`src/logic/sdirc_pkg.sv`:
```
// shared constants, register map and types for the transceiver reset controller
package sdirc_pkg;
    // timing
    localparam int unsigned CLK_MHZ = 200;
    localparam int unsigned POR_WAIT_NS = 500;
    localparam int unsigned POR_CYC = (POR_WAIT_NS * CLK_MHZ + 999) / 1000;
    localparam int unsigned WAIT_TMO_US = 10;
    localparam int unsigned TMO_CYC = WAIT_TMO_US * CLK_MHZ;
    localparam int unsigned CNT_W = 12;
    localparam logic [3:0] RETRY_MAX = 4'h8;
    // apb register offsets
    localparam logic [7:0] REG_CTRL = 8'h00;
    localparam logic [7:0] REG_CMD = 8'h04;
    localparam logic [7:0] REG_STAT = 8'h08;
    localparam logic [31:0] CTRL_RST = 32'h0000_0000;
    // control field positions
    localparam int unsigned C_TX_DP = 0;
    localparam int unsigned C_RX_DP = 1;
    localparam int unsigned C_TX_SEL = 2;
    localparam int unsigned C_TX_MODE = 4;
    localparam int unsigned C_RX_MODE = 8;
    // command bit positions
    localparam int unsigned K_TX_FULL = 0;
    localparam int unsigned K_TX_PART = 1;
    localparam int unsigned K_RX_FULL = 2;
    localparam int unsigned K_RX_PART = 3;
    // reconfiguration port addresses and divider codes per mode
    localparam logic [8:0] RCFG_TX_ADDR = 9'h010;
    localparam logic [8:0] RCFG_RX_ADDR = 9'h011;
    localparam logic [4:0][15:0] RCFG_TBL = {16'h0004, 16'h0003, 16'h0002, 16'h0001, 16'h0000};
    // status word layout, msb first
    typedef struct packed {
        logic [10:0] zero;
        logic [3:0] pend;
        logic chg_act;
        logic [3:0] rx_retry;
        logic [3:0] tx_retry;
        logic rx_urdy;
        logic tx_urdy;
        logic rx_cdone;
        logic tx_cdone;
        logic rx_fail;
        logic tx_fail;
        logic rx_busy;
        logic tx_busy;
    } sdirc_stat_s;
    typedef enum logic [2:0] {
        ST_POR, ST_IDLE, ST_RST, ST_REFCLK, ST_LOCK, ST_DWAIT, ST_TMO, ST_FAIL
    } sdirc_seq_e;
    typedef enum logic [2:0] {CH_IDLE, CH_RCFG, CH_RST, CH_SEL, CH_REL, CH_WAIT} sdirc_ch_e;
endpackage

```
`src/logic/sdirc_seq_if.sv`:
```
// link between the controller core and one section reset sequencer
interface sdirc_seq_if;
    logic req_full;
    logic req_part;
    logic hold;
    logic refclk_ok;
    logic pll_lock;
    logic rst_done;
    logic pll_rst;
    logic sec_rst;
    logic urdy;
    logic finish;
    logic fail;
    logic busy;
    logic [3:0] retry;
    modport ctrl (
        output req_full, req_part, hold, refclk_ok, pll_lock, rst_done,
        input pll_rst, sec_rst, urdy, finish, fail, busy, retry
    );
    modport seq (
        input req_full, req_part, hold, refclk_ok, pll_lock, rst_done,
        output pll_rst, sec_rst, urdy, finish, fail, busy, retry
    );
endinterface

```
`src/logic/sdirc_seq.sv`:
```
// reset sequencer for one transceiver section and its pll
module sdirc_seq
    import sdirc_pkg::*;
(
    // clock and reset
    input wire logic clk_i,
    input wire logic rst_i,
    // controller side
    sdirc_seq_if.seq sif
);
    sdirc_seq_e st_reg;
    logic [CNT_W-1:0] cnt_reg;
    logic full_reg;
    logic idle_like;
    logic last;
    logic tmo;
    logic adv;
    logic start_full;
    logic start_any;

    // sequence decisions
    assign idle_like = (st_reg == ST_IDLE) || (st_reg == ST_FAIL);
    assign last = (sif.retry == RETRY_MAX - 4'h1);
    assign tmo = (cnt_reg == CNT_W'(TMO_CYC - 1));
    assign adv = ((st_reg == ST_REFCLK) && sif.refclk_ok) || ((st_reg == ST_LOCK) && sif.pll_lock)
        || ((st_reg == ST_DWAIT) && sif.rst_done && sif.urdy);
    assign start_full = ((st_reg == ST_POR) && (cnt_reg == CNT_W'(POR_CYC - 1)))
        || (idle_like && sif.req_full) || ((st_reg == ST_TMO) && !last && full_reg);
    assign start_any = start_full || (idle_like && sif.req_part)
        || ((st_reg == ST_TMO) && !last);
    assign sif.busy = !idle_like;

    // state walk
    always_ff @(posedge clk_i)
    begin
        if (rst_i)
            st_reg <= ST_POR;
        else if (start_any)
            st_reg <= ST_RST;
        else
            case (st_reg)
                ST_RST: if (!sif.hold) st_reg <= full_reg ? ST_REFCLK : ST_LOCK;
                ST_REFCLK: if (adv) st_reg <= ST_LOCK; else if (tmo) st_reg <= ST_TMO;
                ST_LOCK: if (adv) st_reg <= ST_DWAIT; else if (tmo) st_reg <= ST_TMO;
                ST_DWAIT: if (adv) st_reg <= ST_IDLE; else if (tmo) st_reg <= ST_TMO;
                ST_TMO: st_reg <= ST_FAIL;
                default: st_reg <= st_reg;
            endcase
    end

    // wait and timeout counter
    always_ff @(posedge clk_i)
    begin
        if (rst_i || start_any || adv || tmo)
            cnt_reg <= '0;
        else if ((st_reg == ST_POR) || (st_reg == ST_REFCLK) || (st_reg == ST_LOCK)
            || (st_reg == ST_DWAIT))
            cnt_reg <= cnt_reg + 1'b1;
    end

    // reset and ready outputs
    always_ff @(posedge clk_i)
    begin
        if (rst_i)
        begin
            full_reg <= 1'b0;
            sif.pll_rst <= 1'b0;
            sif.sec_rst <= 1'b0;
            sif.urdy <= 1'b0;
        end
        else if (start_any)
        begin
            full_reg <= start_full;
            sif.pll_rst <= start_full;
            sif.sec_rst <= 1'b1;
            sif.urdy <= 1'b0;
        end
        else if ((st_reg == ST_REFCLK) && adv)
            sif.pll_rst <= 1'b0;
        else if ((st_reg == ST_LOCK) && adv)
            sif.sec_rst <= 1'b0;
        else if (st_reg == ST_DWAIT)
            sif.urdy <= 1'b1;
    end

    // retry count, failure and finish pulse
    always_ff @(posedge clk_i)
    begin
        if (rst_i)
        begin
            sif.retry <= 4'h0;
            sif.fail <= 1'b0;
            sif.finish <= 1'b0;
        end
        else
        begin
            sif.finish <= adv && (st_reg == ST_DWAIT) || ((st_reg == ST_TMO) && last);
            if (start_any && (st_reg != ST_TMO))
                sif.retry <= 4'h0;
            else if ((st_reg == ST_TMO) && !last)
                sif.retry <= sif.retry + 4'h1;
            if (start_any)
                sif.fail <= 1'b0;
            else if ((st_reg == ST_TMO) && last)
                sif.fail <= 1'b1;
        end
    end
endmodule // sdirc_seq

```
`src/logic/sdirc_top.sv`:
```
// transceiver reset and dynamic change controller with apb registers
// Overview of operation
// - pll reset also resets transmit section
// - select change: reset, switch source, release
// - change done only after transmit reset done
// - divider rewrite followed by transmit reset
// - per-channel transmit clock source select
// - transmit datapath reset leaves transceiver alone
// - full transmit reset: pll first, section after lock
// - transmit-only reset waits for pll lock
// - pll reset also resets receive section
// - receive mode change: update, then reset
// - receive datapath reset leaves transceiver alone
// - full receive reset: pll first, section after lock
// - receive-only reset waits for pll lock
// - user ready follows section reset release
// - waits time out, retry, then fail
module sdirc_top
    import sdirc_pkg::*;
(
    // clock and reset
    input wire logic SYS_CLK_I,
    input wire logic RST_I,
    // apb slave
    input wire logic PSEL_I,
    input wire logic PENABLE_I,
    input wire logic PWRITE_I,
    input wire logic [7:0] PADDR_I,
    input wire logic [31:0] PWDATA_I,
    output logic [31:0] PRDATA_O,
    output logic PREADY_O,
    output logic PSLVERR_O,
    // transmit section
    input wire logic TX_REFCLK_STABLE_I,
    input wire logic TX_PLL_LOCK_I,
    input wire logic TX_RESET_DONE_I,
    output logic TX_PLL_RESET_O,
    output logic TX_SEC_RESET_O,
    output logic TX_USER_READY_O,
    output logic TX_SYSCLK_SEL_O,
    output logic TX_CHANGE_DONE_O,
    output logic TX_DP_RST_O,
    // receive section
    input wire logic RX_REFCLK_STABLE_I,
    input wire logic RX_PLL_LOCK_I,
    input wire logic RX_RESET_DONE_I,
    output logic RX_PLL_RESET_O,
    output logic RX_SEC_RESET_O,
    output logic RX_USER_READY_O,
    output logic [2:0] RX_RATE_O,
    output logic RX_CHANGE_DONE_O,
    output logic RX_DP_RST_O,
    // dynamic reconfiguration port master
    output logic RCFG_EN_O,
    output logic RCFG_WE_O,
    output logic [8:0] RCFG_ADDR_O,
    output logic [15:0] RCFG_DI_O,
    input wire logic RCFG_RDY_I
);
    sdirc_seq_if tx_if ();
    sdirc_seq_if rx_if ();
    sdirc_ch_e ch_reg;
    logic [31:0] ctrl_reg;
    logic [3:0] pend_reg;
    logic [3:0] take;
    logic [3:0] cmd;
    logic ch_rx_reg;
    logic ch_chg_reg;
    logic [2:0] tx_mode_reg;
    logic apb_wr;
    logic tx_sel_chg;
    logic tx_mode_chg;
    logic rx_mode_chg;
    logic tx_start;
    logic rx_start;
    logic [2:0] new_mode;
    sdirc_stat_s stat;

    // transmit and receive sequencers
    sdirc_seq u_tx_seq (
        .clk_i(SYS_CLK_I),
        .rst_i(RST_I),
        .sif(tx_if.seq)
    );
    sdirc_seq u_rx_seq (
        .clk_i(SYS_CLK_I),
        .rst_i(RST_I),
        .sif(rx_if.seq)
    );

    // transceiver status into the sequencers
    assign tx_if.refclk_ok = TX_REFCLK_STABLE_I;
    assign tx_if.pll_lock = TX_PLL_LOCK_I;
    assign tx_if.rst_done = TX_RESET_DONE_I;
    assign rx_if.refclk_ok = RX_REFCLK_STABLE_I;
    assign rx_if.pll_lock = RX_PLL_LOCK_I;
    assign rx_if.rst_done = RX_RESET_DONE_I;

    // sequencer outputs are flops inside the sequencers
    assign TX_PLL_RESET_O = tx_if.pll_rst;
    assign TX_SEC_RESET_O = tx_if.sec_rst;
    assign TX_USER_READY_O = tx_if.urdy;
    assign RX_PLL_RESET_O = rx_if.pll_rst;
    assign RX_SEC_RESET_O = rx_if.sec_rst;
    assign RX_USER_READY_O = rx_if.urdy;

    // apb write strobe and command pulses
    assign apb_wr = PSEL_I && PENABLE_I && PWRITE_I && PREADY_O;
    assign cmd = (apb_wr && (PADDR_I == REG_CMD)) ? PWDATA_I[3:0] : 4'h0;

    // pending change detection against applied settings
    assign tx_sel_chg = ctrl_reg[C_TX_SEL] != TX_SYSCLK_SEL_O;
    assign tx_mode_chg = ctrl_reg[C_TX_MODE +: 3] != tx_mode_reg;
    assign rx_mode_chg = ctrl_reg[C_RX_MODE +: 3] != RX_RATE_O;
    assign tx_start = (ch_reg == CH_IDLE) && !tx_if.busy && (pend_reg[1:0] == 2'b00)
        && (tx_sel_chg || tx_mode_chg);
    assign rx_start = (ch_reg == CH_IDLE) && !rx_if.busy && (pend_reg[3:2] == 2'b00)
        && !tx_start && rx_mode_chg;
    assign new_mode = rx_start ? ctrl_reg[C_RX_MODE +: 3] : ctrl_reg[C_TX_MODE +: 3];

    // reset requests taken by the change engine
    always_comb
    begin
        take = 4'h0;
        if (tx_start || rx_start)
            take = 4'h0; // a starting change owns the engine this cycle
        else if ((ch_reg == CH_IDLE) && !tx_if.busy && pend_reg[K_TX_FULL])
            take[K_TX_FULL] = 1'b1;
        else if ((ch_reg == CH_IDLE) && !tx_if.busy && pend_reg[K_TX_PART])
            take[K_TX_PART] = 1'b1;
        else if ((ch_reg == CH_IDLE) && !rx_if.busy && pend_reg[K_RX_FULL])
            take[K_RX_FULL] = 1'b1;
        else if ((ch_reg == CH_IDLE) && !rx_if.busy && pend_reg[K_RX_PART])
            take[K_RX_PART] = 1'b1;
    end

    // pending request flags, a new request wins over the take
    always_ff @(posedge SYS_CLK_I)
    begin
        if (RST_I)
            pend_reg <= 4'h0;
        else
            pend_reg <= (pend_reg & ~take) | cmd;
    end

    // control register
    always_ff @(posedge SYS_CLK_I)
    begin
        if (RST_I)
            ctrl_reg <= CTRL_RST;
        else if (apb_wr && (PADDR_I == REG_CTRL))
            ctrl_reg <= {21'h0, PWDATA_I[10:8], 1'b0, PWDATA_I[6:4], 1'b0, PWDATA_I[2:0]};
    end

    // datapath resets come only from control bits
    always_ff @(posedge SYS_CLK_I)
    begin
        if (RST_I)
        begin
            TX_DP_RST_O <= 1'b0;
            RX_DP_RST_O <= 1'b0;
        end
        else
        begin
            TX_DP_RST_O <= ctrl_reg[C_TX_DP];
            RX_DP_RST_O <= ctrl_reg[C_RX_DP];
        end
    end

    // change engine: reconfigure, reset, switch source, release, wait
    always_ff @(posedge SYS_CLK_I)
    begin
        if (RST_I)
        begin
            ch_reg <= CH_IDLE;
            ch_rx_reg <= 1'b0;
            ch_chg_reg <= 1'b0;
        end
        else
            case (ch_reg)
                CH_IDLE:
                begin
                    ch_chg_reg <= tx_start || rx_start;
                    ch_rx_reg <= rx_start || take[K_RX_FULL] || take[K_RX_PART];
                    if (tx_start && !tx_mode_chg)
                        ch_reg <= CH_RST;
                    else if (tx_start || rx_start)
                        ch_reg <= CH_RCFG;
                    else if (take != 4'h0)
                        ch_reg <= CH_WAIT;
                end
                CH_RCFG: if (RCFG_RDY_I) ch_reg <= CH_RST;
                CH_RST: ch_reg <= CH_SEL;
                CH_SEL: ch_reg <= CH_REL;
                CH_REL: ch_reg <= CH_WAIT;
                CH_WAIT:
                begin
                    if ((ch_rx_reg ? rx_if.finish : tx_if.finish))
                        ch_reg <= CH_IDLE;
                end
                default: ch_reg <= CH_IDLE;
            endcase
    end

    // sequencer requests and reset hold
    always_ff @(posedge SYS_CLK_I)
    begin
        if (RST_I)
        begin
            tx_if.req_full <= 1'b0;
            tx_if.req_part <= 1'b0;
            rx_if.req_full <= 1'b0;
            rx_if.req_part <= 1'b0;
            tx_if.hold <= 1'b0;
            rx_if.hold <= 1'b0;
        end
        else
        begin
            tx_if.req_full <= take[K_TX_FULL];
            tx_if.req_part <= take[K_TX_PART] || ((ch_reg == CH_RST) && !ch_rx_reg);
            rx_if.req_full <= take[K_RX_FULL];
            rx_if.req_part <= take[K_RX_PART] || ((ch_reg == CH_RST) && ch_rx_reg);
            tx_if.hold <= (ch_reg == CH_RST || ch_reg == CH_SEL) && !ch_rx_reg;
            rx_if.hold <= (ch_reg == CH_RST || ch_reg == CH_SEL) && ch_rx_reg;
        end
    end

    // applied clock source, switched inside the reset window; modes applied at change start
    always_ff @(posedge SYS_CLK_I)
    begin
        if (RST_I)
        begin
            TX_SYSCLK_SEL_O <= 1'b0;
            tx_mode_reg <= 3'h0;
            RX_RATE_O <= 3'h0;
        end
        else
        begin
            // one cycle after the section reset is up, so the switch sits inside it
            if ((ch_reg == CH_REL) && !ch_rx_reg)
                TX_SYSCLK_SEL_O <= ctrl_reg[C_TX_SEL];
            if (tx_start && tx_mode_chg)
                tx_mode_reg <= ctrl_reg[C_TX_MODE +: 3];
            if (rx_start)
                RX_RATE_O <= ctrl_reg[C_RX_MODE +: 3];
        end
    end

    // change done flags
    always_ff @(posedge SYS_CLK_I)
    begin
        if (RST_I)
        begin
            TX_CHANGE_DONE_O <= 1'b1;
            RX_CHANGE_DONE_O <= 1'b1;
        end
        else
        begin
            if (tx_start)
                TX_CHANGE_DONE_O <= 1'b0;
            else if ((ch_reg == CH_WAIT) && ch_chg_reg && !ch_rx_reg && tx_if.finish
                && !tx_if.fail)
                TX_CHANGE_DONE_O <= 1'b1;
            if (rx_start)
                RX_CHANGE_DONE_O <= 1'b0;
            else if ((ch_reg == CH_WAIT) && ch_chg_reg && ch_rx_reg && rx_if.finish
                && !rx_if.fail)
                RX_CHANGE_DONE_O <= 1'b1;
        end
    end

    // reconfiguration port write of the divider for the new mode
    always_ff @(posedge SYS_CLK_I)
    begin
        if (RST_I)
        begin
            RCFG_EN_O <= 1'b0;
            RCFG_WE_O <= 1'b0;
            RCFG_ADDR_O <= 9'h000;
            RCFG_DI_O <= 16'h0000;
        end
        else
        begin
            RCFG_EN_O <= (tx_start && tx_mode_chg) || rx_start;
            RCFG_WE_O <= (tx_start && tx_mode_chg) || rx_start;
            if ((tx_start && tx_mode_chg) || rx_start)
            begin
                RCFG_ADDR_O <= rx_start ? RCFG_RX_ADDR : RCFG_TX_ADDR;
                RCFG_DI_O <= (new_mode > 3'h4) ? RCFG_TBL[4] : RCFG_TBL[new_mode];
            end
        end
    end

    // status word
    always_comb
    begin
        stat = '0;
        stat.tx_busy = tx_if.busy;
        stat.rx_busy = rx_if.busy;
        stat.tx_fail = tx_if.fail;
        stat.rx_fail = rx_if.fail;
        stat.tx_cdone = TX_CHANGE_DONE_O;
        stat.rx_cdone = RX_CHANGE_DONE_O;
        stat.tx_urdy = tx_if.urdy;
        stat.rx_urdy = rx_if.urdy;
        stat.tx_retry = tx_if.retry;
        stat.rx_retry = rx_if.retry;
        stat.chg_act = (ch_reg != CH_IDLE);
        stat.pend = pend_reg;
    end

    // apb answer: ready in the first access cycle, read data and error set up
    always_ff @(posedge SYS_CLK_I)
    begin
        if (RST_I)
        begin
            PREADY_O <= 1'b0;
            PSLVERR_O <= 1'b0;
            PRDATA_O <= 32'h0000_0000;
        end
        else
        begin
            PREADY_O <= PSEL_I && !PENABLE_I;
            if (PSEL_I && !PENABLE_I)
            begin
                PSLVERR_O <= !((PADDR_I == REG_CTRL) || (PADDR_I == REG_CMD)
                    || (PADDR_I == REG_STAT));
                case (PADDR_I)
                    REG_CTRL: PRDATA_O <= ctrl_reg;
                    REG_STAT: PRDATA_O <= stat;
                    default: PRDATA_O <= 32'h0000_0000;
                endcase
            end
        end
    end
endmodule // sdirc_top

```
`config.mk`:
```
export PLATFORM = sky130hd
export DESIGN_NAME = sdirc_top
export DESIGN_NICKNAME = d
export VERILOG_FILES = /design/src/logic/sdirc_pkg.sv /design/src/logic/sdirc_seq_if.sv /design/src/logic/sdirc_seq.sv /design/src/logic/sdirc_top.sv
export SDC_FILE = /design/constraint.sdc
export NUM_CORES = 1
export LEC_CHECK = 0
export BUFFER_PORTS_ARGS = -buffer_cell sky130_fd_sc_hd__buf_2
export CORE_AREA = 4 4 123 125
export DETAILED_ROUTE_END_ITERATION = 12
export DIE_AREA = 0 0 127 129
export PLACE_DENSITY = 0.62
export SLEW_MARGIN = 20
export SYNTH_ARGS = -nofsm -noshare
export SYNTH_HDL_FRONTEND = slang
export SYNTH_HIERARCHICAL = 1
export SYNTH_SLANG_ARGS = --single-unit
```
`constraint.sdc`:
```
create_clock -name SYS_CLK_I -period 4.8 [get_ports SYS_CLK_I]
set_input_delay 0.48 -clock SYS_CLK_I [delete_from_list [all_inputs] [get_ports SYS_CLK_I]]
set_output_delay 0.48 -clock SYS_CLK_I [all_outputs]
set_load 0.02 [all_outputs]
```
== Yosys cells after proc, flatten, opt, wreduce, memory -nomap -nowiden ==
Memory sizes are Yosys's and may differ from the RTL's.
Cells that the tools add are included.

* Add/sub/neg operators: 4
* Magnitude comparators: 2
* Equality and inequality tests: 41
* Multiplexer cells: 51
* Bitwise operators: 7
* Reductions and logical operators: 139

{| class="wikitable"
|+ Operator list
! kind !! number
|-
| logical AND 1 bit || 59
|-
| two-way mux 3 bit || 19
|-
| case mux 21 bit (2 select lines) || 1
|-
| logical OR 1 bit || 38
|-
| two-way mux 16 bit || 2
|-
| equality test 3 bit (second input constant) || 10
|-
| case mux 3 bit (5 select lines) || 2
|-
| adder 12 x 1 -> 12 bit (second input constant) || 2
|-
| equality test 12 x 11 -> 1 bit (second input constant) || 2
|-
| equality test 12 x 7 -> 1 bit (second input constant) || 2
|-
| two-way mux 1 bit || 21
|-
| equality test 3 x 2 -> 1 bit (second input constant) || 6
|-
| case mux 3 bit (6 select lines) || 1
|-
| AND reduction 2 bit || 6
|-
| nonzero test 2 bit || 6
|-
| nonzero test 6 bit || 2
|-
| logical NOT 1 bit || 11
|-
| nonzero test 5 bit || 2
|-
| equality test 3 x 1 -> 1 bit (second input constant) || 3
|-
| logical NOT 3 bit || 3
|-
| AND reduction 3 bit || 3
|-
| adder 4 x 1 -> 4 bit (second input constant) || 2
|-
| equality test 4 x 3 -> 1 bit (second input constant) || 2
|-
| equality test 8 x 3 -> 1 bit (second input constant) || 1
|-
| other kinds (21) || 38
|}

* Register bits after elaboration: 145
* ROM bits: 128
* Input port bits: 52
* Output and inout bits: 75
* Word-level logic and storage cells: 289
* Memories: 1

{| class="wikitable"
|+ Memory list
! name !! depth !! width !! read ports !! clocked after memory_dff !! write ports !! RTL line !! source
|-
| (no name shown) || 8 || 16 || 1 || 0 || 0 || sdirc_top.sv:289 || <nowiki>RCFG_DI_O <= (new_mode > 3'h4) ? RCFG_TBL[4] : RCFG_TBL[new_mode];</nowiki>
|}

== Longest topological paths before layout ==
Gate-level depths: netlist (run 1).

* Depth after elaboration: 15
* Mapped depth: 9
* Mapped depth without buffers: 8

== By module ==
The synthesis (run 1) kept the hierarchy.

{| class="wikitable"
|+ By module, submodules not included
! module !! instances !! cells each !! area each (sq um) !! seq. area each (sq um)
|-
| sdirc_top || 1 || 312 || 2997.9 || 1281.2
|-
| sdirc_seq || 2 || 146 || 1257.5 || 500.5
|}

== Worst setup path before layout (run 1) ==
Ideal clock, no wire load.

* Path kind: reg-to-reg
* Start point: reg u_rx_seq.cnt_reg[0]
* End point: reg u_rx_seq.cnt_reg[10]
* Setup time: 0.064 ns
* Arrival time: 1.932 ns
* Data required time: 4.736 ns
* Path slack: 2.804 ns
* Stages on the path, launching flop included: 9
* Buffers on the path: 2
* Clock period less this slack: 1.996 ns
* Cells stage by stage: dfxtp_1 -> ha_1 -> nor3b_1 -> and4_4 -> or3_1 -> buf_6 -> or3_4 -> buf_6 -> nor2_1

* Longest elaborated chain between the ends: 9
* Elaborated cells between the ends (all ways): 11
* Those cells by class: add/sub (1); eq/ne (2); reduce/logical (8)

{| class="wikitable"
|+ Ends and longest elaborated chain
! what !! RTL line !! source
|-
| from (decl) || sdirc_seq.sv:12 || <nowiki>logic [CNT_W-1:0] cnt_reg;</nowiki>
|-
| from (signal assigned) || sdirc_seq.sv:58 || <nowiki>cnt_reg <= cnt_reg + 1'b1;</nowiki>
|-
| equality test 12 x 7 -> 1 bit || sdirc_seq.sv:27 || <nowiki>assign start_full = ((st_reg == ST_POR) && (cnt_reg == CNT_W'(POR_CYC - 1)))</nowiki>
|-
| logical AND 1 bit || sdirc_seq.sv:27 ||
|-
| logical OR 1 bit (2 in series) || sdirc_seq.sv:28 || <nowiki>|| (idle_like && sif.req_full) || ((st_reg == ST_TMO) && !last && full_reg);</nowiki>
|-
| logical OR 1 bit || sdirc_seq.sv:29 || <nowiki>assign start_any = start_full || (idle_like && sif.req_part)</nowiki>
|-
| logical OR 1 bit || sdirc_seq.sv:30 || <nowiki>|| ((st_reg == ST_TMO) && !last);</nowiki>
|-
| logical OR 1 bit (3 in series) || sdirc_seq.sv:54 || <nowiki>if (rst_i || start_any || adv || tmo)</nowiki>
|}

Parallel ways exist; a longest one is shown, timed or not.
A chain may end at the register's enable or synchronous reset.

== Final worst setup path (run 1) ==
* Start point: reg u_tx_seq.st_reg[1]
* End point: reg RCFG_DI_O[2]

* Longest elaborated chain between the ends: 12
* Elaborated cells between the ends (all ways): 16
* Those cells by class: order compare (1); eq/ne (2); mux (3); reduce/logical (9); memory (1)

{| class="wikitable"
|+ Ends and longest elaborated chain
! what !! RTL line !! source
|-
| from (decl) || sdirc_seq.sv:11 || <nowiki>sdirc_seq_e st_reg;</nowiki>
|-
| from (signal assigned) || sdirc_seq.sv:42 || <nowiki>ST_RST: if (!sif.hold) st_reg <= full_reg ? ST_REFCLK : ST_LOCK;</nowiki>
|-
| from (signal assigned) || sdirc_seq.sv:47 || <nowiki>default: st_reg <= st_reg;</nowiki>
|-
| equality test 3 x 1 -> 1 bit / equality test 3 bit (equally long branches) || sdirc_seq.sv:22 || <nowiki>assign idle_like = (st_reg == ST_IDLE) || (st_reg == ST_FAIL);</nowiki>
|-
| logical OR 1 bit * || sdirc_seq.sv:22 ||
|-
| logical AND 1 bit * (2 in series) || sdirc_top.sv:115 || <nowiki>assign tx_start = (ch_reg == CH_IDLE) && !tx_if.busy && (pend_reg[1:0] == 2'b00)</nowiki>
|-
| logical AND 1 bit * || sdirc_top.sv:116 || <nowiki>&& (tx_sel_chg || tx_mode_chg);</nowiki>
|-
| logical NOT 1 bit || sdirc_top.sv:118 || <nowiki>&& !tx_start && rx_mode_chg;</nowiki>
|-
| logical AND 1 bit (2 in series) || sdirc_top.sv:118 ||
|-
| two-way mux 3 bit || sdirc_top.sv:119 || <nowiki>assign new_mode = rx_start ? ctrl_reg[C_RX_MODE +: 3] : ctrl_reg[C_TX_MODE +: 3];</nowiki>
|-
| memory read (8 x 16 bit) || -- ||
|-
| two-way mux 16 bit (implied by the code) || sdirc_top.sv:289 ||
|-
| two-way mux 16 bit || sdirc_top.sv:289 ||
|-
| to (signal assigned) || sdirc_top.sv:289 ||
|-
| to (decl) || sdirc_top.sv:57 || <nowiki>output logic [15:0] RCFG_DI_O,</nowiki>
|}

Mark *: on every way between the ends. The rest lies on a longest branch, timed or not. The select of a mux whose other input is x is not followed.

==> impl_metrics.env, run 1 <==
export IMPL_vias_per_cell=5.17
export IMPL_clock_fmax_mhz=389
export IMPL_worstSetupEndpointType="flop"
export IMPL_path_clk_slew_ns=0.05
export IMPL_cts_resized_gates=0
export IMPL_ys_warn_count=6
export IMPL_max_slew_margin_pct=31.5
export IMPL_drtPass1Iterations=4
export IMPL_synthAdderAreaFrac_pct=0.908
export IMPL_required_ns=5.11
export IMPL_numCtsBuffers=17
export IMPL_track_usage_pct=16.5
export IMPL_cts_setup_buffers=0
export IMPL_synth_top_cell_area_share_pct=41.4
export IMPL_core_area_um2=13900
export IMPL_ys_seq_area_share_pct=41.4
export IMPL_antennaDiodeCount=0
export IMPL_htree_levels=4
export IMPL_ctsHoldBuffers=0
export IMPL_fin_crit_ns=2.57
export IMPL_ant_nets=0
export IMPL_area_growth_pct=15.8
export IMPL_p_per_area_nw_per_um2=372
export IMPL_synth_area_leaders="dfxtp_1, nor2_1, buf_4, xor2_1, mux2i_1"
export IMPL_cp_slowest_stage_delay_ns=0.58
export IMPL_die_h_um=129
export IMPL_clk_latency_ns=0.42
export IMPL_drc_errors=0
export IMPL_grt_first_pass_wirelength_um=21600
export IMPL_yosys_register_bits=114
export IMPL_path_class="flop to flop"
export IMPL_worst_slew_pin_slew_ns=1.02
export IMPL_setup_viol_count_final=0
export IMPL_cpMaxStageDelayCell="dfxtp_1"
export IMPL_grt_met1_usage_pct=20.5
export IMPL_clockRootBuffer="clkbuf_16"
export IMPL_hold_viol=0
export IMPL_outcome="complete, no violations"
export IMPL_vias=4440
export IMPL_yosys_area_share_simple_pct=24.7
export IMPL_cts_tree="yes"
export IMPL_io_pins=127
export IMPL_cp_start_kind="flop"
export IMPL_yosysUniqueCellTypes=69
export IMPL_ir_worst_vdd_mv=0.254
export IMPL_crit_family="simple AND/OR/NAND/NOR gates"
export IMPL_port_buffers=73
export IMPL_final_cell_area_um2=6380
export IMPL_yosysMostFrequentCell="dfxtp_1"
export IMPL_drv_cap=0
export IMPL_muxShareOfSynthArea_pct=5.29
export IMPL_overflow=0
export IMPL_synth_edff_count=0
export IMPL_grt_use_met3_pct=4.94
export IMPL_cts_sinks=114
export IMPL_syn_area_um2=5510
export IMPL_crit_arrival_ns=2.88
export IMPL_synth_compound_area_share_pct=13.1
export IMPL_fin_skew_ns=0.0137
export IMPL_start_util_pct=39.7
export IMPL_rows=43
export IMPL_fp_dieW_um=127
export IMPL_yosys_area_top_type="dfxtp_1"
export IMPL_place_congestion=0.905
export IMPL_syn_inst=604
export IMPL_nFillCells=1379
export IMPL_synth_xor_xnor_area_share_pct=5.88
export IMPL_synth_top_family_by_area="simple AND/OR/NAND/NOR gates"
export IMPL_p_leak_nw=2.55
export IMPL_yosys_most_used_dff="dfxtp_1"
export IMPL_fin_crit_sh_pct=53.5
export IMPL_largest_reg_flops=21
export IMPL_slew_violations=0
export IMPL_grt_max_degree=43
export IMPL_use_met2_pct=26.5
export IMPL_top_usage_layer="met2"
export IMPL_crit_chain="xor2_1 > nor2_1 > inv_1 > nor3_1 > nand2_2 > o211a_1 > nor2b_1 > a2111oi_2"
export IMPL_fin_hold_ws_ns=0.297
export IMPL_drive_gt1_share_pct=21.4
export IMPL_fin_tns_setup_ns=0
export IMPL_die_area_um2=16400
export IMPL_nets=723
export IMPL_postSynthAreaPerCell_um2=9.13
export IMPL_crit_buf_inv=1
export IMPL_routed_wl_um=13100
export IMPL_antenna_found_initial=0
export IMPL_min_path_type="input port to flop"
export IMPL_cts_max_path_buffers=2
export IMPL_rsz0062_at_grt="no"
export IMPL_grt_pass1_vias=4439
export IMPL_synthTopCellsByCount="dfxtp_1, nor2_1, buf_4"
export IMPL_async_reset_ff_share_pct=0
export IMPL_cp_max_fo=12
export IMPL_dpl_cell_area_um2=5810
export IMPL_hpwl_um=9410
export IMPL_drt_iter0_drc=304
export IMPL_avgRoutedWirePerCell_um=15.3
final timing paths:
check	from	to	slack [ns]	cells past startpoint
max	u_tx_seq/st_reg[1]	RCFG_DI_O[2]	2.23	8
min	PWDATA_I[10]	ctrl_reg[10]	0.30	3
max reg2reg	u_tx_seq/st_reg[1]	RCFG_DI_O[2]	2.23	8
min reg2reg	RCFG_ADDR_O[4]	RCFG_ADDR_O[4]	0.44	2
power breakdown:
| part | total (W) | internal [W] | switching (W) |
|---|---|---|---|
| Sequential | 0.000992 | 0.000964 | 0.0000276 |
| Combinational | 0.000160 | 0.0000588 | 0.000101 |
| Clock | 0.00122 | 0.000812 | 0.000411 |
| Total | 0.00237 | 0.00183 | 0.000539 |
logic make-up (layout without fill, tap and decap cells):
group                    after synthesis  count (layout)
flip-flops                           114             114
multiplexers                          28              28
XOR/XNOR                              37              37
other                                  1              31
buffers and inverters                 76             121
AND/OR/NAND/NOR                      247             247
AO/OA/AOI/OAI                         97              97
adder cells (fa/ha/maj)                4               4
final cells by class:
cell class | instances | area, um^2 | share of cell area (%)
inverters | 15 | 56.3 | 0.882
well taps | 180 | 225 | 3.53
clock inverters | 5 | 75.1 | 1.18
multi-input cells | 444 | 2870 | 44.9
flip-flops and latches | 114 | 2280 | 35.7
clock buffers | 26 | 499 | 7.82
repair buffers | 75 | 380 | 5.96
per-layer routing:
| metal | part of all wire (%) | up-vias |
|---|---|---|
| met5 | 0 | - |
| met4 | 1.6 | 0 |
| met3 | 5.5 | 14 |
| met2 | 48 | 116 |
| met1 | 45 | 2111 |
| li1 | - | 2199 |
worst reg2reg max path, cell delays in order, from the launching register on:
cell	delay (ns)
dfxtp_1	0.58
xor2_1	0.16
nor2_1	0.17
inv_1	0.12
nor3_1	0.33
nand2_2	0.18
o211a_1	0.40
nor2b_1	0.20
a2111oi_2	0.33
placed cells by master (no fill, tap or decap), drive strengths merged, types with 3 or more instances in the layout:
master  Yosys  layout
nand3      15      15
nor2       95      95
nand2b      9       9
o21ai       7       7
inv        15      15
nor3b       4       4
and3        9       9
clkinv      0       3
mux2        9       9
and3b       4       4
xor2       25      25
a221oi      4       4
nor3       19      19
dfxtp     114     114
or3         7       7
clkbuf     10      26
a211oi      6       6
nand2      29      29
nand4      13      13
nand3b      5       5
nand4b      4       4
and4        6       6
xnor2      12      12
nor2b       8       8
mux2i      19      19
a22oi      23      23
nor4        7       7
ha          4       4
buf        51      75
conb        1      31
a311oi      3       3
a21oi      30      30
and4b       3       3
through the flow:
| stage | util (%) | instances | worst slack [ns] | total power, W |
|---|---|---|---|---|
| final | 46.0 | 859 | 2.23 | 0.00237 |
| after global routing | 46.0 | 859 | 2.03 | 0.00246 |
| after CTS | 46.0 | 859 | 2.24 | 0.00240 |
| after detailed placement | 41.9 | 828 | 2.26 | 0.00117 |
| after global placement | 41.9 | 828 | 2.30 | 0.00117 |
| after floorplan | - | 634 | 2.80 | 0.00115 |
No activity file was read; power rests on OpenSTA's default activity.
==> run 2: changes to the inputs <==
ABC_AREA = 1   (was unset)
CORE_AREA = 4 4 128 130   (was 4 4 123 125)
DIE_AREA = 0 0 132 134   (was 0 0 127 129)
clock period = 2.5 ns   (was 4.8 ns; I/O delays follow)
==> run 2 against run 1 <==
  * Synthesized cell count increased by 45%
  * Non-clock buffer count increased by 3
  * Area after synthesis increased by 8.7%
  * Register-to-register slack got worse by 1.8 ns
  * Sequential share of layout area decreased by 3.2 points
  * Largest power group unchanged
==> impl_metrics.env, run 2 <==
export IMPL_synth_top_family_by_area="simple AND/OR/NAND/NOR gates"
export IMPL_fin_tns_setup_ns=0
export IMPL_rows=45
export IMPL_nFillCells=1602
export IMPL_cts_setup_buffers=0
export IMPL_drt_iter0_drc=248
export IMPL_fp_dieW_um=132
export IMPL_fin_crit_sh_pct=81.2
export IMPL_ctsHoldBuffers=0
export IMPL_htree_levels=4
export IMPL_largest_reg_flops=21
export IMPL_layout_common_cells="nand2_1, dfxtp_1, inv_1, nor2_1, buf_2"
export IMPL_place_congestion=0.861
export IMPL_drc_errors=0
export IMPL_yosysMostFrequentCell="nand2_1"
export IMPL_crit_top_cell="nand2_1"
export IMPL_cts_max_path_buffers=2
export IMPL_fin_cells=1153
export IMPL_antennaDiodeCount=0
export IMPL_grt_pass1_vias=5013
export IMPL_placedCellCount=1121
export IMPL_dpl_cell_area_um2=6370
export IMPL_outcome="complete, no violations"
export IMPL_core_area_um2=15100
export IMPL_fin_crit_ns=2.03
export IMPL_ant_nets=0
export IMPL_muxShareOfSynthArea_pct=0
export IMPL_syn_area_um2=5990
export IMPL_cts_resized_gates=0
export IMPL_avgRoutedWirePerCell_um=12.1
export IMPL_die_h_um=134
export IMPL_grt_first_pass_wirelength_um=23300
export IMPL_p_leak_nw=3.19
export IMPL_rsz0062_at_grt="no"
export IMPL_clockRootBuffer="clkbuf_16"
export IMPL_yosys_area_share_simple_pct=33.4
export IMPL_synthAdderAreaFrac_pct=0.835
export IMPL_synthTopCellsByCount="nand2_1, dfxtp_1, nor2_1"
export IMPL_ys_warn_count=6
export IMPL_cts_sinks=114
export IMPL_yosysUniqueCellTypes=40
export IMPL_start_util_pct=39.6
export IMPL_p_per_area_nw_per_um2=720
export IMPL_synth_top_cell_area_share_pct=38.1
export IMPL_clock_fmax_mhz=492
export IMPL_worstSetupEndpointType="flop"
export IMPL_regArea_um2=2280
export IMPL_fin_skew_ns=0.00755
export IMPL_cp_max_fo=9
export IMPL_overflow=0
export IMPL_slew_violations=0
export IMPL_ys_seq_area_share_pct=38.1
export IMPL_cpMaxStageDelayCell="dfxtp_1"
export IMPL_synth_compound_area_share_pct=10.1
export IMPL_routed_wl_um=14000
export IMPL_postSynthAreaPerCell_um2=6.83
export IMPL_hold_path_end="ctrl_reg[5]"
export IMPL_synth_edff_count=0
export IMPL_setup_viol_count_final=0
export IMPL_drtPass1Iterations=7
export IMPL_cp_slowest_stage_delay_ns=0.50
export IMPL_io_pins=127
export IMPL_ir_worst_vdd_mv=0.603
export IMPL_area_growth_pct=17.1
export IMPL_antenna_found_initial=0
export IMPL_multi_input_area_um2=2990
export IMPL_nets=1008
export IMPL_path_class="flop to flop"
export IMPL_final_common_cell="nand2_1"
export IMPL_min_from="PWDATA_I[5]"
export IMPL_vias=5390
export IMPL_syn_inst=878
export IMPL_max_slew_margin_pct=53.6
export IMPL_reg2reg_to="ch_reg[0]"
export IMPL_crit_chain="nand2_1 > nand2_1 > nand2_1 > inv_1 > nand2_4 > nor2_8 > nand2_4 > o21ai_0 > nand3_1 > o21ai_0 > nor2_1"
export IMPL_final_util_pct=46.4
export IMPL_drv_cap=0
export IMPL_drive_gt1_share_pct=17.7
export IMPL_min_path_type="input port to flop"
export IMPL_hpwl_um=10300
export IMPL_final_cell_area_um2=7020
export IMPL_r2r_cells=11
export IMPL_die_area_um2=17700
export IMPL_vias_per_cell=4.67
export IMPL_synth_area_leaders="dfxtp_1, nand2_1, nor2_1, inv_1, a21oi_1"
export IMPL_rr_startpoint="u_tx_seq/st_reg[0]"
export IMPL_min_path_cells=3
export IMPL_yosys_area_top_type="dfxtp_1"
export IMPL_cts_tree="yes"
export IMPL_synth_xor_xnor_area_share_pct=3.51
export IMPL_path_clk_slew_ns=0.06
export IMPL_async_reset_ff_share_pct=0
export IMPL_crit_path_start="u_tx_seq/st_reg[0]"
export IMPL_worst_slew_pin_slew_ns=0.696
export IMPL_required_ns=2.78
export IMPL_track_usage_pct=16.1
export IMPL_yosys_most_used_dff="dfxtp_1"
export IMPL_hold_viol=0
export IMPL_port_buffers=73
export IMPL_crit_arrival_ns=2.31
export IMPL_cp_start_kind="flop"
export IMPL_rrSetupSlack_ns=0.47
export IMPL_yosys_register_bits=114
export IMPL_grt_max_degree=25
export IMPL_clk_latency_ns=0.41
export IMPL_numCtsBuffers=17
[run 2: changes by cell type after synthesis, sizes merged, moves of 14 or more]
| cell | delta |
|---|---|
| a22oi | -23 |
| nor3 | -14 |
| mux2i | -19 |
| nand3 | +48 |
| inv | +106 |
| nand2 | +179 |
| nor2 | +45 |
| a21oi | +34 |
| o21ai | +34 |
[run 2: area by class of cell]
| cell class | instances | share of cell area [%] |
|---|---|---|
| clock buffer | 20 | 6.65 |
| clock inverter | 12 | 2.55 |
| inverter | 123 | 6.61 |
| multi-input combinational | 618 | 42.6 |
| sequential | 114 | 32.5 |
| tap | 188 | 3.35 |
| timing repair buffer | 78 | 5.74 |
[run 2: how the worst max path moves through the flow]
stage | end | slack, ns | cells after the start
finish | ch_reg[0] | 0.47 | 11
global route | ch_reg[0] | 0.26 | 11
CTS | ch_reg[0] | 0.47 | 11
detailed placement | ch_reg[0] | 0.49 | 11
global placement | ch_reg[0] | 0.50 | 11
floorplan | ch_reg[0] | 0.88 | 13
[run 2: cells by family (layout without fill, tap and decap cells)]
kind of cell	after synthesis	after routing
other	1	31
AO/OA/AOI/OAI	114	114
flip-flops	114	114
XOR/XNOR	24	24
buffers and inverters	176	233
AND/OR/NAND/NOR	445	445
adder cells (fa/ha/maj)	4	4
[run 2: metrics by stage]
| step | setup WS [ns] | hold slack (ns) | total power [W] |
|---|---|---|---|
| 6_report | 0.469 | 0.0659 | 0.00505 |
| 3_3_place_gp | 0.499 | 0.437 | 0.00246 |
| 2_1_floorplan | 0.880 | 0.319 | 0.00239 |
| 4_1_cts | 0.471 | 0.0450 | 0.00511 |
| 5_1_grt | 0.261 | 0.0511 | 0.00527 |
| 3_5_place_dp | 0.490 | 0.450 | 0.00246 |
[run 2: metal layers]
| metal | vias up | track usage, % | share of wire [%] |
|---|---|---|---|
| met3 | 15 | 4.88 | 5.5 |
| met1 | 2400 | 19.4 | 45 |
| met2 | 120 | 27.4 | 48 |
| met5 | - | 0 | 0 |
| li1 | 2855 | - | - |
| met4 | 0 | 5.25 | 1.2 |
[run 2: worst max-delay path, delay by kind of cell, from the launching register on]
kind                   cells  cell delay, ns
AND/OR/NAND/NOR            8            0.80
AO/OA/AOI/OAI              2            0.43
flip-flops                 1            0.50
buffers and inverters      1            0.18
[run 2: power by group]
| group | internal [W] | switching, W |
|---|---|---|
| Combinational | 0.000153 | 0.000337 |
| Sequential | 0.00188 | 0.0000623 |
| Clock | 0.00175 | 0.000877 |
==> run 3: changes to the inputs <==
clock period = 2.01 ns   (was 2.5 ns; I/O delays follow)
==> run 3 against run 2 <==
  * Combinational power is 28% higher
  * Register-to-register slack worse by 0.32 ns
  * Via count is 0.72% higher
==> impl_metrics.env, run 3 (synthesis gave the netlist of run 2 again) <==
export IMPL_worstSetupEndpointType="flop"
export IMPL_path_class="flop to flop"
export IMPL_antenna_found_initial=0
export IMPL_grt_first_pass_wirelength_um=23100
export IMPL_cts_max_path_buffers=2
export IMPL_rr_startpoint="u_tx_seq/st_reg[1]"
export IMPL_outcome="complete, no violations"
export IMPL_vias_per_cell=4.65
export IMPL_grt_pass1_vias=5015
export IMPL_start_util_pct=39.6
export IMPL_final_util_pct=46.5
export IMPL_fin_skew_ns=0.00891
export IMPL_worst_slew_pin_slew_ns=0.682
export IMPL_clk_latency_ns=0.41
export IMPL_rows=45
export IMPL_layout_common_cells="nand2_1, dfxtp_1, inv_1, nor2_1, buf_2"
export IMPL_vias=5429
export IMPL_area_growth_pct=17.5
export IMPL_drive_gt1_share_pct=18.8
export IMPL_cp_max_fo=6
export IMPL_cts_setup_buffers=0
export IMPL_crit_path_end="ch_reg[0]"
export IMPL_cp_start_kind="flop"
export IMPL_antennaDiodeCount=0
export IMPL_dpl_cell_area_um2=6490
export IMPL_dp_slack_ns=0.217
export IMPL_numCtsBuffers=17
export IMPL_overflow=0
export IMPL_fp_dieW_um=132
export IMPL_path_clk_slew_ns=0.05
export IMPL_drt_iter0_drc=241
export IMPL_cts_sinks=114
export IMPL_routed_wl_um=14000
export IMPL_ctsHoldBuffers=0
export IMPL_grt_max_degree=27
export IMPL_drtPass1Iterations=4
export IMPL_drc_errors=0
export IMPL_crit_arrival_ns=2.17
export IMPL_cts_tree="yes"
export IMPL_nets=1024
export IMPL_fin_crit_sh_pct=92.6
export IMPL_final_common_cell="nand2_1"
export IMPL_clock_fmax_mhz=537
export IMPL_ant_nets=0
export IMPL_rsz0062_at_grt="no"
export IMPL_core_area_um2=15100
export IMPL_hold_viol=0
export IMPL_port_buffers=73
export IMPL_setup_viol_count_final=0
export IMPL_p_per_area_nw_per_um2=826
export IMPL_slew_violations=0
export IMPL_p_total_w=0.00582
export IMPL_avgRoutedWirePerCell_um=12.0
export IMPL_crit_path_start="u_tx_seq/st_reg[1]"
export IMPL_die_area_um2=17700
export IMPL_p_leak_nw=3.23
export IMPL_min_path_type="input port to flop"
export IMPL_place_congestion=0.868
export IMPL_fin_tns_setup_ns=0
export IMPL_cts_resized_gates=0
export IMPL_fin_crit_ns=1.86
export IMPL_required_ns=2.32
export IMPL_final_cell_area_um2=7040
export IMPL_reg2reg_to="ch_reg[0]"
export IMPL_max_slew_margin_pct=54.5
export IMPL_nFillCells=1574
export IMPL_clockRootBuffer="clkbuf_16"
export IMPL_drv_cap=0
export IMPL_setup_ws_ns=0.149
export IMPL_htree_levels=4
export IMPL_hpwl_um=10600
export IMPL_die_h_um=134
export IMPL_r2r_cells=11
export IMPL_rrSetupSlack_ns=0.15
export IMPL_io_pins=127
export IMPL_ir_worst_vdd_mv=0.585
export IMPL_largest_reg_flops=21
export IMPL_track_usage_pct=15.9
## run 3: cell count changes in the layout (fill, tap and decap cells not counted)
| cell | change |
|---|---|
| buf_4 | +16 |
| bufinv_16 | -3 |
| clkinv_2 | +3 |
| clkbuf_1 | +2 |
| clkbuf_8 | -1 |
| clkinv_4 | -1 |
| inv_6 | -1 |
## run 3: worst min path at each step
stage / from / end / slack (ns) / cells after the start
2_1_floorplan: RST_I / u_rx_seq/sif.finish / 0.27 / 1
3_3_place_gp: PWDATA_I[5] / ctrl_reg[5] / 0.43 / 3
3_5_place_dp: PWDATA_I[5] / ctrl_reg[5] / 0.43 / 3
4_1_cts: PWDATA_I[5] / ctrl_reg[5] / 0.002 / 3
5_1_grt: PWDATA_I[5] / ctrl_reg[5] / 0.03 / 3
6_report: PWDATA_I[5] / ctrl_reg[5] / 0.02 / 3
## run 3: critical path: stages, from the launching register on
cell and delay [ns]:
dfxtp_1 0.41, nand2_1 0.10, nand2_1 0.14, nand2_1 0.07, inv_1 0.13, nand2_4 0.10, nor2_8 0.12, nand2_4 0.09
o21ai_0 0.28, nand3_1 0.10, o21ai_0 0.15, nor2_1 0.06
## run 3: metrics by stage
step,hold WS [ns],std cells
3_5_place_dp,0.435,1137
2_1_floorplan,0.270,908
3_3_place_gp,0.432,1137
5_1_grt,0.0325,1168
6_report,0.0178,1168
4_1_cts,0.00186,1168
## run 3: cell type report
class | count | area, um^2 | share of cell area (%)
multi-input combinational | 618 | 2990 | 42.5
sequential | 114 | 2280 | 32.4
clock inverter | 10 | 86.3 | 1.23
inverter | 123 | 464 | 6.59
timing repair buffer | 94 | 523 | 7.43
clock buffer | 21 | 460 | 6.54
tap | 188 | 235 | 3.34
## run 3: layer usage
| layer | share of wire, % | GRT usage [%] | up-vias |
|---|---|---|---|
| li1 | - | - | 2891 |
| met1 | 47 | 19.4 | 2429 |
| met2 | 48 | 27.3 | 96 |
| met3 | 4.3 | 4.39 | 13 |
| met4 | 0.97 | 4.90 | 0 |
| met5 | 0 | 0 | - |
## run 3: power breakdown
group          internal, W  switching (W)
combinational     0.000195       0.000432
sequential         0.00233      0.0000746
clock              0.00174        0.00104
total              0.00427        0.00154
